==> config.mk <==
export PLATFORM = sky130hd
export DESIGN_NAME = dds_core
export DESIGN_NICKNAME = d
export VERILOG_FILES = /design/src/logic/dds_pkg.sv /design/src/logic/dds_core.sv /design/src/logic/freq_sweep.sv /design/src/logic/serial_port.sv
export SDC_FILE = /design/constraint.sdc
export NUM_CORES = 2
export LEC_CHECK = 0
export BUFFER_PORTS_ARGS = -buffer_cell sky130_fd_sc_hd__buf_2
export CAP_MARGIN = 20
export CORE_AREA = 2 2 505 256
export CTS_BUF_LIST = sky130_fd_sc_hd__clkbuf_4
export CTS_CLUSTER_DIAMETER = 150
export DETAILED_ROUTE_END_ITERATION = 8
export DIE_AREA = 0 0 507 258
export PLACE_DENSITY = 0.65
export SLEW_MARGIN = 5
export SYNTH_ARGS = -nofsm -noshare
export SYNTH_HDL_FRONTEND = slang
export SYNTH_SLANG_ARGS = --single-unit
==> constraint.sdc <==
create_clock -name clk_sys_i -period 15.3 [get_ports clk_sys_i]
set_input_delay 0 -clock clk_sys_i [delete_from_list [all_inputs] [get_ports clk_sys_i]]
set_output_delay 0 -clock clk_sys_i [all_outputs]
set_load 0.05 [all_outputs]
==> src/logic/dds_pkg.sv <==
package dds_pkg;
   // ---------------------------------------------------------------
   // widths
   // ---------------------------------------------------------------
   localparam int FTW_W = 48;
   localparam int POW_W = 14;
   localparam int RATE_W = 16;
   localparam int NPROF = 8;
   localparam int NSYNC = 9;
   localparam int POW_POS = 48;
   // ---------------------------------------------------------------
   // serial register addresses
   // ---------------------------------------------------------------
   localparam logic [4:0] ADDR_FIRST_CONTROL_REGISTER = 5'h00;
   localparam logic [4:0] ADDR_SECOND_CONTROL_REGISTER = 5'h01;
   localparam logic [4:0] ADDR_RDELTA = 5'h02;
   localparam logic [4:0] ADDR_FDELTA = 5'h03;
   localparam logic [4:0] ADDR_RRATE = 5'h04;
   localparam logic [4:0] ADDR_FRATE = 5'h05;
   localparam logic [4:0] ADDR_PROF0 = 5'h06;
   localparam logic [4:0] ADDR_PROF_LAST = 5'h0d;
   // ---------------------------------------------------------------
   // control bits and instruction fields
   // ---------------------------------------------------------------
   localparam int BIT_HS_SYNC = 0;
   localparam int BIT_HW_SYNC = 1;
   localparam int BIT_SW_SYNC = 2;
   localparam int BIT_AUTO_SYNC = 3;
   localparam int BIT_SDIO_IN_ONLY = 6;
   localparam int BIT_LSB_FIRST = 15;
   localparam int BIT_NO_DWELL = 16;
   localparam int BIT_SWEEP_EN = 17;
   localparam int BIT_LOCK_ERR = 24;
   localparam int INSTR_RD_BIT = 7;
   localparam logic [31:0] CFR_RESET = 32'h0000_0000;
   // ---------------------------------------------------------------
   // sync clock divider
   // ---------------------------------------------------------------
   localparam logic [1:0] DIV_STEP = 2'h1;
   localparam logic [1:0] DIV_ADV_STEP = 2'h2;
   localparam logic [1:0] DIV_TICK = 2'h3;
   localparam logic [1:0] DIV_ALIGN = 2'h2;

   typedef enum {SP_INSTR, SP_DATA} sp_state_e;

   function automatic logic [3:0] reg_bytes(input logic [4:0] addr);
      if (addr == ADDR_FIRST_CONTROL_REGISTER || addr == ADDR_SECOND_CONTROL_REGISTER) reg_bytes = 4'h4;
      else if (addr == ADDR_RDELTA || addr == ADDR_FDELTA) reg_bytes = 4'h6;
      else if (addr == ADDR_RRATE || addr == ADDR_FRATE) reg_bytes = 4'h2;
      else if (addr >= ADDR_PROF0 && addr <= ADDR_PROF_LAST) reg_bytes = 4'h8;
      else reg_bytes = 4'h1;
   endfunction : reg_bytes
endpackage : dds_pkg

==> src/logic/dds_core.sv <==
`timescale 1ns/1ps
module dds_core
   import dds_pkg::*;
(
   input wire logic clk_sys_i,
   input wire logic reset_n_i,
   input wire logic profile_select_bit0_i,
   input wire logic profile_select_bit1_i,
   input wire logic profile_select_bit2_i,
   input wire logic sclk_i,
   input wire logic cs_n_i,
   input wire logic sdio_i,
   input wire logic io_reset_i,
   input wire logic pll_lock_i,
   input wire logic lock_sync_i,
   output logic sdio_o,
   output logic sdio_oe_o,
   output logic sdo_o,
   output logic sdo_oe_o,
   output logic lock_sync_o,
   output logic lock_sync_oe_o,
   output logic sync_clk_o,
   output logic [FTW_W-1:0] ftw_o,
   output logic [POW_W-1:0] phase_o,
   output logic [31:0] second_control_register_o
);
   // ---------------------------------------------------------------
   // input synchronisers
   // ---------------------------------------------------------------
   logic [NSYNC-1:0] in_meta;
   logic [NSYNC-1:0] in_sync;
   logic [NSYNC-1:0] in_prev;
   logic ps0, ps1, ps2, sclk, cs_n, sdio, io_rst, pll_lock, sync_pin;
   logic ps0_q, sclk_q, sync_pin_q;

   always_ff @(posedge clk_sys_i) begin
      if (!reset_n_i) begin
         in_meta <= '0;
         in_sync <= '0;
         in_prev <= '0;
      end else begin
         in_meta <= {profile_select_bit0_i, profile_select_bit1_i, profile_select_bit2_i,
            sclk_i, cs_n_i, sdio_i, io_reset_i, pll_lock_i, lock_sync_i};
         in_sync <= in_meta;
         in_prev <= in_sync;
      end
   end

   assign {ps0, ps1, ps2, sclk, cs_n, sdio, io_rst, pll_lock, sync_pin} = in_sync;
   assign ps0_q = in_prev[NSYNC-1];
   assign sclk_q = in_prev[NSYNC-4];
   assign sync_pin_q = in_prev[0];

   logic sclk_rise, sclk_fall, ps0_rise, sync_rise;
   assign sclk_rise = sclk && !sclk_q;
   assign sclk_fall = !sclk && sclk_q;
   assign ps0_rise = ps0 && !ps0_q;
   assign sync_rise = sync_pin && !sync_pin_q;

   // ---------------------------------------------------------------
   // register file
   // ---------------------------------------------------------------
   logic [31:0] first_control_register;
   logic [FTW_W-1:0] rdelta, fdelta;
   logic [RATE_W-1:0] rrate, frate;
   logic [FTW_W-1:0] prof_ftw [NPROF];
   logic [POW_W-1:0] prof_pow [NPROF];
   logic [4:0] addr;
   logic wr_stb;
   logic [63:0] wr_data;
   logic [63:0] rd_data;
   logic [2:0] prof_idx;
   logic prof_hit;

   assign prof_idx = 3'(addr - ADDR_PROF0);
   assign prof_hit = addr >= ADDR_PROF0 && addr <= ADDR_PROF_LAST;

   // lock error is a live status bit, never stored
   always_ff @(posedge clk_sys_i) begin
      if (!reset_n_i) begin
         first_control_register <= CFR_RESET;
      end else if (wr_stb && addr == ADDR_FIRST_CONTROL_REGISTER) begin
         first_control_register <= wr_data[31:0] & ~(32'h1 << BIT_LOCK_ERR);
      end else if (first_control_register[BIT_SW_SYNC]) begin
         first_control_register[BIT_SW_SYNC] <= 1'b0;
      end
   end

   always_ff @(posedge clk_sys_i) begin
      if (!reset_n_i) begin
         second_control_register_o <= CFR_RESET;
      end else if (wr_stb && addr == ADDR_SECOND_CONTROL_REGISTER) begin
         second_control_register_o <= wr_data[31:0];
      end
   end

   always_ff @(posedge clk_sys_i) begin
      if (!reset_n_i) begin
         rdelta <= '0;
         fdelta <= '0;
         rrate <= '0;
         frate <= '0;
      end else if (wr_stb) begin
         if (addr == ADDR_RDELTA) rdelta <= wr_data[FTW_W-1:0];
         if (addr == ADDR_FDELTA) fdelta <= wr_data[FTW_W-1:0];
         if (addr == ADDR_RRATE) rrate <= wr_data[RATE_W-1:0];
         if (addr == ADDR_FRATE) frate <= wr_data[RATE_W-1:0];
      end
   end

   always_ff @(posedge clk_sys_i) begin
      if (!reset_n_i) begin
         for (int i = 0; i < NPROF; i++) begin
            prof_ftw[i] <= '0;
            prof_pow[i] <= '0;
         end
      end else if (wr_stb && prof_hit) begin
         prof_ftw[prof_idx] <= wr_data[FTW_W-1:0];
         prof_pow[prof_idx] <= wr_data[POW_POS +: POW_W];
      end
   end

   always_comb begin
      rd_data = 64'h0;
      case (addr)
         ADDR_FIRST_CONTROL_REGISTER: begin
            rd_data[31:0] = first_control_register;
            rd_data[BIT_LOCK_ERR] = !pll_lock;
         end
         ADDR_SECOND_CONTROL_REGISTER: rd_data[31:0] = second_control_register_o;
         ADDR_RDELTA: rd_data[FTW_W-1:0] = rdelta;
         ADDR_FDELTA: rd_data[FTW_W-1:0] = fdelta;
         ADDR_RRATE: rd_data[RATE_W-1:0] = rrate;
         ADDR_FRATE: rd_data[RATE_W-1:0] = frate;
         default: begin
            if (prof_hit) begin
               rd_data[FTW_W-1:0] = prof_ftw[prof_idx];
               rd_data[POW_POS +: POW_W] = prof_pow[prof_idx];
            end
         end
      endcase
   end

   serial_port u_serial (
      .clk_sys_i(clk_sys_i),
      .reset_n_i(reset_n_i),
      .sclk_rise_i(sclk_rise),
      .sclk_fall_i(sclk_fall),
      .cs_n_i(cs_n),
      .sdi_i(sdio),
      .io_reset_i(io_rst),
      .lsb_first_i(first_control_register[BIT_LSB_FIRST]),
      .sdio_in_only_i(first_control_register[BIT_SDIO_IN_ONLY]),
      .rd_data_i(rd_data),
      .addr_o(addr),
      .wr_stb_o(wr_stb),
      .wr_data_o(wr_data),
      .sdo_o(sdo_o),
      .sdo_oe_o(sdo_oe_o),
      .sdio_o(sdio_o),
      .sdio_oe_o(sdio_oe_o)
   );

   // ---------------------------------------------------------------
   // sync clock divider and alignment
   // ---------------------------------------------------------------
   logic [1:0] div;
   logic auto_sync, hw_sync, advance, sync_tick;

   assign auto_sync = first_control_register[BIT_AUTO_SYNC];
   assign hw_sync = first_control_register[BIT_HW_SYNC];
   assign advance = first_control_register[BIT_SW_SYNC] || (hw_sync && sync_rise);
   assign sync_tick = div == DIV_TICK;

   // the real divider wakes in an unknown phase; reset pins it for repeatable runs
   always_ff @(posedge clk_sys_i) begin
      if (!reset_n_i) begin
         div <= 2'h0;
      end else if (auto_sync && sync_rise) begin
         div <= DIV_ALIGN;
      end else begin
         div <= div + (advance ? DIV_ADV_STEP : DIV_STEP);
      end
   end

   // lock and sync share one pin; the hardware or the automatic sync mode turns it into an input, software sync does not
   always_ff @(posedge clk_sys_i) begin
      if (!reset_n_i) begin
         sync_clk_o <= 1'b0;
         lock_sync_o <= 1'b0;
         lock_sync_oe_o <= 1'b0;
      end else begin
         sync_clk_o <= div[1];
         lock_sync_o <= pll_lock;
         lock_sync_oe_o <= !(auto_sync || hw_sync);
      end
   end

   // ---------------------------------------------------------------
   // mode selection, sweep and phase accumulator
   // ---------------------------------------------------------------
   logic sweep_en, no_dwell;
   logic [2:0] sel;
   logic [FTW_W-1:0] sweep_ftw;
   logic [POW_W-1:0] pow_act;
   logic [FTW_W-1:0] acc;

   assign sweep_en = first_control_register[BIT_SWEEP_EN];
   assign no_dwell = first_control_register[BIT_NO_DWELL];
   assign sel = {ps2, ps1, ps0};

   freq_sweep u_sweep (
      .clk_sys_i(clk_sys_i),
      .reset_n_i(reset_n_i),
      .tick_i(sync_tick),
      .sweep_en_i(sweep_en),
      .no_dwell_i(no_dwell),
      .dir_i(ps0),
      .trig_i(ps0_rise),
      .lower_i(prof_ftw[0]),
      .upper_i(prof_ftw[1]),
      .rdelta_i(rdelta),
      .fdelta_i(fdelta),
      .rrate_i(rrate),
      .frate_i(frate),
      .ftw_o(sweep_ftw)
   );

   // the phase word and, with the sweep off, the tuning word are latched from one index in the same cycle
   always_ff @(posedge clk_sys_i) begin
      if (!reset_n_i) begin
         ftw_o <= '0;
         pow_act <= '0;
      end else begin
         ftw_o <= sweep_en ? sweep_ftw : prof_ftw[sel];
         pow_act <= prof_pow[sel];
      end
   end

   always_ff @(posedge clk_sys_i) begin
      if (!reset_n_i) begin
         acc <= '0;
         phase_o <= '0;
      end else begin
         acc <= acc + ftw_o;
         phase_o <= acc[FTW_W-1 -: POW_W] + pow_act;
      end
   end

   // ---------------------------------------------------------------
   // checks
   // ---------------------------------------------------------------
   chk_acc_rate: assert property (@(posedge clk_sys_i) disable iff (!reset_n_i)
      ##1 acc == $past(acc) + $past(ftw_o)) else $error("accumulator step wrong");
   chk_same_profile: assert property (@(posedge clk_sys_i) disable iff (!reset_n_i)
      !sweep_en && !wr_stb && $stable(sel) |=> ftw_o == prof_ftw[$past(sel)]
      && pow_act == prof_pow[$past(sel)]) else $error("tuning and phase from other profiles");
   chk_div_free: assert property (@(posedge clk_sys_i) disable iff (!reset_n_i)
      !advance && !(auto_sync && sync_rise) |=> div == 2'($past(div) + DIV_STEP))
      else $error("divider did not count by one");
   chk_sw_advance: assert property (@(posedge clk_sys_i) disable iff (!reset_n_i)
      first_control_register[BIT_SW_SYNC] && !(auto_sync && sync_rise) |=> div == 2'($past(div) + DIV_ADV_STEP)
      && (!first_control_register[BIT_SW_SYNC] || $past(wr_stb))) else $error("software advance failed");
   chk_hw_advance: assert property (@(posedge clk_sys_i) disable iff (!reset_n_i)
      hw_sync && sync_rise && !auto_sync |=> div == 2'($past(div) + DIV_ADV_STEP))
      else $error("hardware advance failed");
   chk_lock_pin: assert property (@(posedge clk_sys_i) disable iff (!reset_n_i)
      auto_sync |=> !lock_sync_oe_o) else $error("lock pin driven in slave mode");
   chk_auto_align: assert property (@(posedge clk_sys_i) disable iff (!reset_n_i)
      auto_sync && sync_rise |=> div == DIV_ALIGN ##1 sync_clk_o)
      else $error("sync clock not aligned to master");
endmodule : dds_core

==> src/logic/freq_sweep.sv <==
`timescale 1ns/1ps
module freq_sweep
   import dds_pkg::*;
(
   input wire logic clk_sys_i,
   input wire logic reset_n_i,
   input wire logic tick_i,
   input wire logic sweep_en_i,
   input wire logic no_dwell_i,
   input wire logic dir_i,
   input wire logic trig_i,
   input wire logic [FTW_W-1:0] lower_i,
   input wire logic [FTW_W-1:0] upper_i,
   input wire logic [FTW_W-1:0] rdelta_i,
   input wire logic [FTW_W-1:0] fdelta_i,
   input wire logic [RATE_W-1:0] rrate_i,
   input wire logic [RATE_W-1:0] frate_i,
   output logic [FTW_W-1:0] ftw_o
);
   logic active;
   logic [RATE_W-1:0] rate_cnt;
   logic going_up;
   logic step;
   logic [FTW_W:0] up_sum;
   logic [FTW_W-1:0] up_next;
   logic [FTW_W-1:0] dn_next;

   assign going_up = no_dwell_i ? active : dir_i;
   // a zero rate word steps on every sync tick
   assign step = tick_i && rate_cnt >= (going_up ? rrate_i : frate_i);
   assign up_sum = {1'b0, ftw_o} + {1'b0, rdelta_i};
   // the carry bit keeps an overflowing step from wrapping below the limit
   assign up_next = (up_sum >= {1'b0, upper_i}) ? upper_i : up_sum[FTW_W-1:0];
   assign dn_next = (ftw_o < fdelta_i || ftw_o - fdelta_i <= lower_i) ?
      lower_i : ftw_o - fdelta_i;

   // ---------------------------------------------------------------
   // frequency accumulator
   // ---------------------------------------------------------------
   always_ff @(posedge clk_sys_i) begin
      if (!reset_n_i) begin
         ftw_o <= '0;
         rate_cnt <= '0;
         active <= 1'b0;
      end else if (!sweep_en_i) begin
         ftw_o <= lower_i;
         rate_cnt <= '0;
         active <= 1'b0;
      end else begin
         if (tick_i) rate_cnt <= step ? '0 : rate_cnt + 1'b1;
         if (no_dwell_i) begin
            if (!active) begin
               ftw_o <= lower_i;
               active <= trig_i;
            end else if (step) begin
               if (ftw_o == upper_i) begin
                  ftw_o <= lower_i;
                  active <= 1'b0;
               end else begin
                  ftw_o <= up_next;
               end
            end
         end else if (step) begin
            ftw_o <= dir_i ? up_next : dn_next;
         end
      end
   end

   chk_up_clamp: assert property (@(posedge clk_sys_i) disable iff (!reset_n_i)
      sweep_en_i && !no_dwell_i && dir_i && ftw_o == upper_i ##1 sweep_en_i && dir_i
      && $stable(upper_i) |-> ftw_o == upper_i) else $error("upward sweep left upper limit");
   chk_dn_clamp: assert property (@(posedge clk_sys_i) disable iff (!reset_n_i)
      sweep_en_i && !no_dwell_i && !dir_i && step |=> ftw_o >= $past(lower_i))
      else $error("downward sweep passed lower limit");
   chk_nodwell_wrap: assert property (@(posedge clk_sys_i) disable iff (!reset_n_i)
      sweep_en_i && no_dwell_i && active && step && ftw_o == upper_i ##1 sweep_en_i
      |-> ftw_o == $past(lower_i) && !active) else $error("no-dwell sweep did not wrap");
endmodule : freq_sweep

==> src/logic/serial_port.sv <==
`timescale 1ns/1ps
module serial_port
   import dds_pkg::*;
(
   input wire logic clk_sys_i,
   input wire logic reset_n_i,
   input wire logic sclk_rise_i,
   input wire logic sclk_fall_i,
   input wire logic cs_n_i,
   input wire logic sdi_i,
   input wire logic io_reset_i,
   input wire logic lsb_first_i,
   input wire logic sdio_in_only_i,
   input wire logic [63:0] rd_data_i,
   output logic [4:0] addr_o,
   output logic wr_stb_o,
   output logic [63:0] wr_data_o,
   output logic sdo_o,
   output logic sdo_oe_o,
   output logic sdio_o,
   output logic sdio_oe_o
);
   sp_state_e state;
   logic [7:0] instr;
   logic [6:0] cnt;
   logic [63:0] shift;
   logic [63:0] next_shift;
   logic [6:0] nbits;
   logic [6:0] rd_idx;
   logic reading;

   assign nbits = {reg_bytes(instr[4:0]), 3'h0};
   assign reading = instr[INSTR_RD_BIT];
   assign addr_o = instr[4:0];
   assign next_shift = lsb_first_i ? {sdi_i, shift[63:1]} : {shift[62:0], sdi_i};
   assign rd_idx = lsb_first_i ? cnt : 7'(nbits - 7'h1 - cnt);

   // ---------------------------------------------------------------
   // instruction and data phases
   // ---------------------------------------------------------------
   always_ff @(posedge clk_sys_i) begin
      if (!reset_n_i || io_reset_i) begin
         state <= SP_INSTR;
         cnt <= 7'h0;
         instr <= 8'h00;
         shift <= 64'h0;
         wr_stb_o <= 1'b0;
         wr_data_o <= 64'h0;
      end else begin
         wr_stb_o <= 1'b0;
         // chip select high freezes the counters, so the cycle resumes later
         if (!cs_n_i && sclk_rise_i) begin
            case (state)
               SP_INSTR: begin
                  instr <= lsb_first_i ? {sdi_i, instr[7:1]} : {instr[6:0], sdi_i};
                  if (cnt == 7'h7) begin
                     state <= SP_DATA;
                     cnt <= 7'h0;
                  end else begin
                     cnt <= cnt + 7'h1;
                  end
               end
               SP_DATA: begin
                  shift <= next_shift;
                  if (cnt == 7'(nbits - 7'h1)) begin
                     state <= SP_INSTR;
                     cnt <= 7'h0;
                     wr_stb_o <= !reading;
                     wr_data_o <= lsb_first_i ? next_shift >> (7'h40 - nbits) : next_shift;
                  end else begin
                     cnt <= cnt + 7'h1;
                  end
               end
               default: state <= SP_INSTR;
            endcase
         end
      end
   end

   // ---------------------------------------------------------------
   // read data out on falling edges
   // ---------------------------------------------------------------
   always_ff @(posedge clk_sys_i) begin
      if (!reset_n_i || io_reset_i) begin
         sdo_o <= 1'b0;
         sdio_o <= 1'b0;
         sdo_oe_o <= 1'b0;
         sdio_oe_o <= 1'b0;
      end else begin
         sdo_oe_o <= !cs_n_i && state == SP_DATA && reading && sdio_in_only_i;
         sdio_oe_o <= !cs_n_i && state == SP_DATA && reading && !sdio_in_only_i;
         if (!cs_n_i && sclk_fall_i && state == SP_DATA) begin
            sdo_o <= rd_data_i[rd_idx[5:0]];
            sdio_o <= rd_data_i[rd_idx[5:0]];
         end
      end
   end

   chk_cs_tristate: assert property (@(posedge clk_sys_i) disable iff (!reset_n_i)
      cs_n_i |=> !sdo_oe_o && !sdio_oe_o) else $error("serial out driven while deselected");
   chk_io_reset_abort: assert property (@(posedge clk_sys_i) disable iff (!reset_n_i)
      io_reset_i |=> state == SP_INSTR && cnt == 7'h0 && !wr_stb_o)
      else $error("io reset did not abort the cycle");
endmodule : serial_port

==> impl_metrics.json <==
{
  "fin_crit_ps": 8145,
  "final.setup_skew_ps": 91.56,
  "synth-seq-cells": 1048,
  "drtIter0Drc": 9803,
  "cts_buffers": 239,
  "drv_cap": 0,
  "p_per_area_nw_per_um2": 95.02,
  "antenna_found_initial": 20,
  "top_level_ports": 112,
  "cts_buffer_depth": 3,
  "cts_sinks": 1048,
  "relSlewSlack": 0.1946,
  "gp_congestion": 1.102,
  "finalSetupTns_ps": 0,
  "clk_transition_reported_paths_ps": 70,
  "start_util": 0.4941,
  "cts_tree": "built",
  "wl_met2_mm": 92.50,
  "drt-met1-wl_mm": 110.9,
  "rsz0062_at_grt": "false",
  "fill_cells": 11500,
  "grt_usage": 0.3857,
  "ctsHtreeMaxLevel": 4,
  "yosysTopAreaCellShare": 0.2372,
  "firstDrtPassIters": 8,
  "grt_pass1_wl_mm": 367.8,
  "crit_type": "register to register",
  "via_count": 55670,
  "multiInputGateArea_sq_um": 34200,
  "post_cts_buffers": 0,
  "place_ws_ps": 7673,
  "status": "finished, final reports clean",
  "cp_max_fo": 61,
  "layout_setup_ws_ps": 7155,
  "port_buffers": 111,
  "ys_types": 99,
  "area_growth_pct": 8.113,
  "wl_met3_mm": 45.39,
  "fp.coreArea_sq_um": 127100,
  "max_slew.worst_pin.slew_ps": 1195,
  "final_nets": 6592,
  "yosysWarnings": 0,
  "max-vdd-ir-drop_mv": 0.05758,
  "ff_latch_area_sq_um": 25970,
  "clock_latency_ps": 1290,
  "die_area_sq_um": 130800,
  "avgSynthCellArea_sq_um": 9.911,
  "fp.dieH_um": 258,
  "drt-vias-per-instance": 6.774,
  "power_leakage_nw": 26.83,
  "seq_area_frac_synth": 0.4132,
  "dp_hpwl_mm": 180.1,
  "ys_async_sr_fraction": 0,
  "crit_path_start_kind": "register",
  "root_buffer": "clkbuf_4",
  "ant_nets": 0,
  "setup_viol": 0,
  "die_w_um": 507,
  "drv_slew": 0,
  "end_kind": "register",
  "drcViolationCount": 0,
  "p_total_mw": 6.450,
  "whs_ps": 433.1,
  "synth_nets": 6629,
  "cp.required_ps": 16400,
  "synth_area_sq_um": 62790,
  "grt_pass1_vias": 50550,
  "rows": 93,
  "synthTopCellsByArea": "edfxtp_1 24%, dfxtp_1 18%, mux4_2 11%, ha_1 5.6%, and3_1 5.3%",
  "grt_max_degree": 209,
  "synth_edf_count": 496,
  "min_path_type": "register to register",
  "synthFlopType": "dfxtp_1",
  "route.detailed.wl_per_inst_um": 31.41,
  "overflow": 0,
  "timing.fmax_ghz": 0.1228,
  "postSynthCellCount": 6335,
  "layout-drive-gt1-share": 0.1524,
  "period_share": 0.5324,
  "yosysTopAreaCell": "edfxtp_1",
  "arrival_ps": 9250,
  "hold_violations": 0,
  "top_layer": "met5",
  "wl_mm": 258.1
}
path summary, 6_finish.rpt:
| path | slack [ps] | depth (start not counted) | from | end |
|---|---|---|---|---|
| worst min-delay path | 430 | 1 | in_meta[0] | in_sync[0] |
| worst min register to register | 430 | 1 | in_meta[0] | in_sync[0] |
| worst max register to register | 7150 | 20 | u_sweep.ftw_o[3] | u_sweep.ftw_o[28] |
| worst max-delay path | 7150 | 20 | u_sweep.ftw_o[3] | u_sweep.ftw_o[28] |
cell usage in the layout, fill, tap and decap left out, types with 190 or more instances in the layout:
cell	count
mux2i_1	241
nand2_1	670
a21oi_1	631
mux4_2	310
edfxtp_1	496
nor2_1	465
and3_1	528
o21ai_0	190
clkbuf_4	369
inv_1	215
dfxtp_1	545
ha_1	275
critical path, stage by stage (launching register included):
cell       delay [ps]
dfxtp_1           560
ha_1              360
o211ai_1          200
a21oi_1            80
o2111ai_1         760
a21oi_1           220
o21ai_0           640
o21ai_0           360
a211oi_1          490
ha_1              340
a21o_1            160
a221o_1           340
a221oi_2          430
nand4_1           140
a311o_1           350
a31o_1            240
a41oi_4           640
buf_4             760
mux2_1            410
o311ai_0          310
o311ai_1          160
final cells by class:
cell class	count	area share
Tap cell	1710	0.03152
Clock inverter	75	0.004774
Inverter	218	0.01217
Timing Repair Buffer	238	0.02418
Antenna cell	11	0.0004055
Multi-Input combinational cell	4553	0.5039
Sequential cell	1048	0.3826
Clock buffer	366	0.04048
kinds of logic after synthesis:
kind of cell	Yosys count	synth area share
AOI/OAI and AO/OA	1449	0.1456
xor gates and xnor gates	215	0.03011
adders and majority gates	283	0.05687
buffers and inverters	734	0.04649
DFF	1048	0.4132
muxes	563	0.1518
and+or+nand+nor	2043	0.1560
synth_stat cells (19+ instances only):
library cell  number
nor4_1            19
nand3_1           64
ha_1             279
clkbuf_1         406
and3_1           528
inv_1            215
a211oi_1         114
o21ai_1           22
o221ai_1          23
nor2_1           468
nand2b_1          23
edfxtp_1         496
mux2i_1          242
xor2_1           129
nand2_1          680
nor3_1            68
mux4_2           310
and2_1            43
a221oi_1          48
a21o_1            85
o211ai_1          50
a21oi_1          633
buf_4             19
buf_1             42
nor2b_1           50
o22ai_1           21
buf_2             44
o21a_1            30
a31oi_1           28
dfxtp_1          552
o21ai_0          190
xnor2_1           85
o21bai_1          28
nand4_1           53
report_power, final:
group          switching (mW)  internal, mW
Combinational           0.681         0.333
Clock                    1.25          1.09
Sequential             0.0846          3.01
what timing repair did:
action	CTS	global route
endpoints found under the hold margin	428	0
gates resized for setup	0	0
hold buffers	30	0
setup endpoints to repair	0	0
routing by layer:
| layer | track usage | up-vias |
|---|---|---|
| met1 | 0.5870 | 27130 |
| met4 | 0.1271 | 30 |
| met3 | 0.1853 | 542 |
| met5 | 0.01638 | - |
| met2 | 0.4594 | 4398 |
| li1 | - | 23570 |
state kept, by name, summed over array words and instances (netlist names), 32 cells and up:
register and flops:
acc 48, fdelta 48, ftw_o 48, prof_ftw 384, prof_pow 112, rdelta 48
second_control_register_o 32, u_serial.shift 64, u_serial.wr_data_o 62, u_sweep.ftw_o 48
through the flow:
step / std cells / instance area [sq um] / utilization
2_1_floorplan: 6335 / 62790 / -
3_3_place_gp: 7729 / 64400 / 0.5068
3_5_place_dp: 7731 / 64420 / 0.5069
4_1_cts: 8202 / 67790 / 0.5335
5_1_grt: 8214 / 67870 / 0.5341
6_report: 8219 / 67880 / 0.5342
Power figures use the tool's default switching activity.
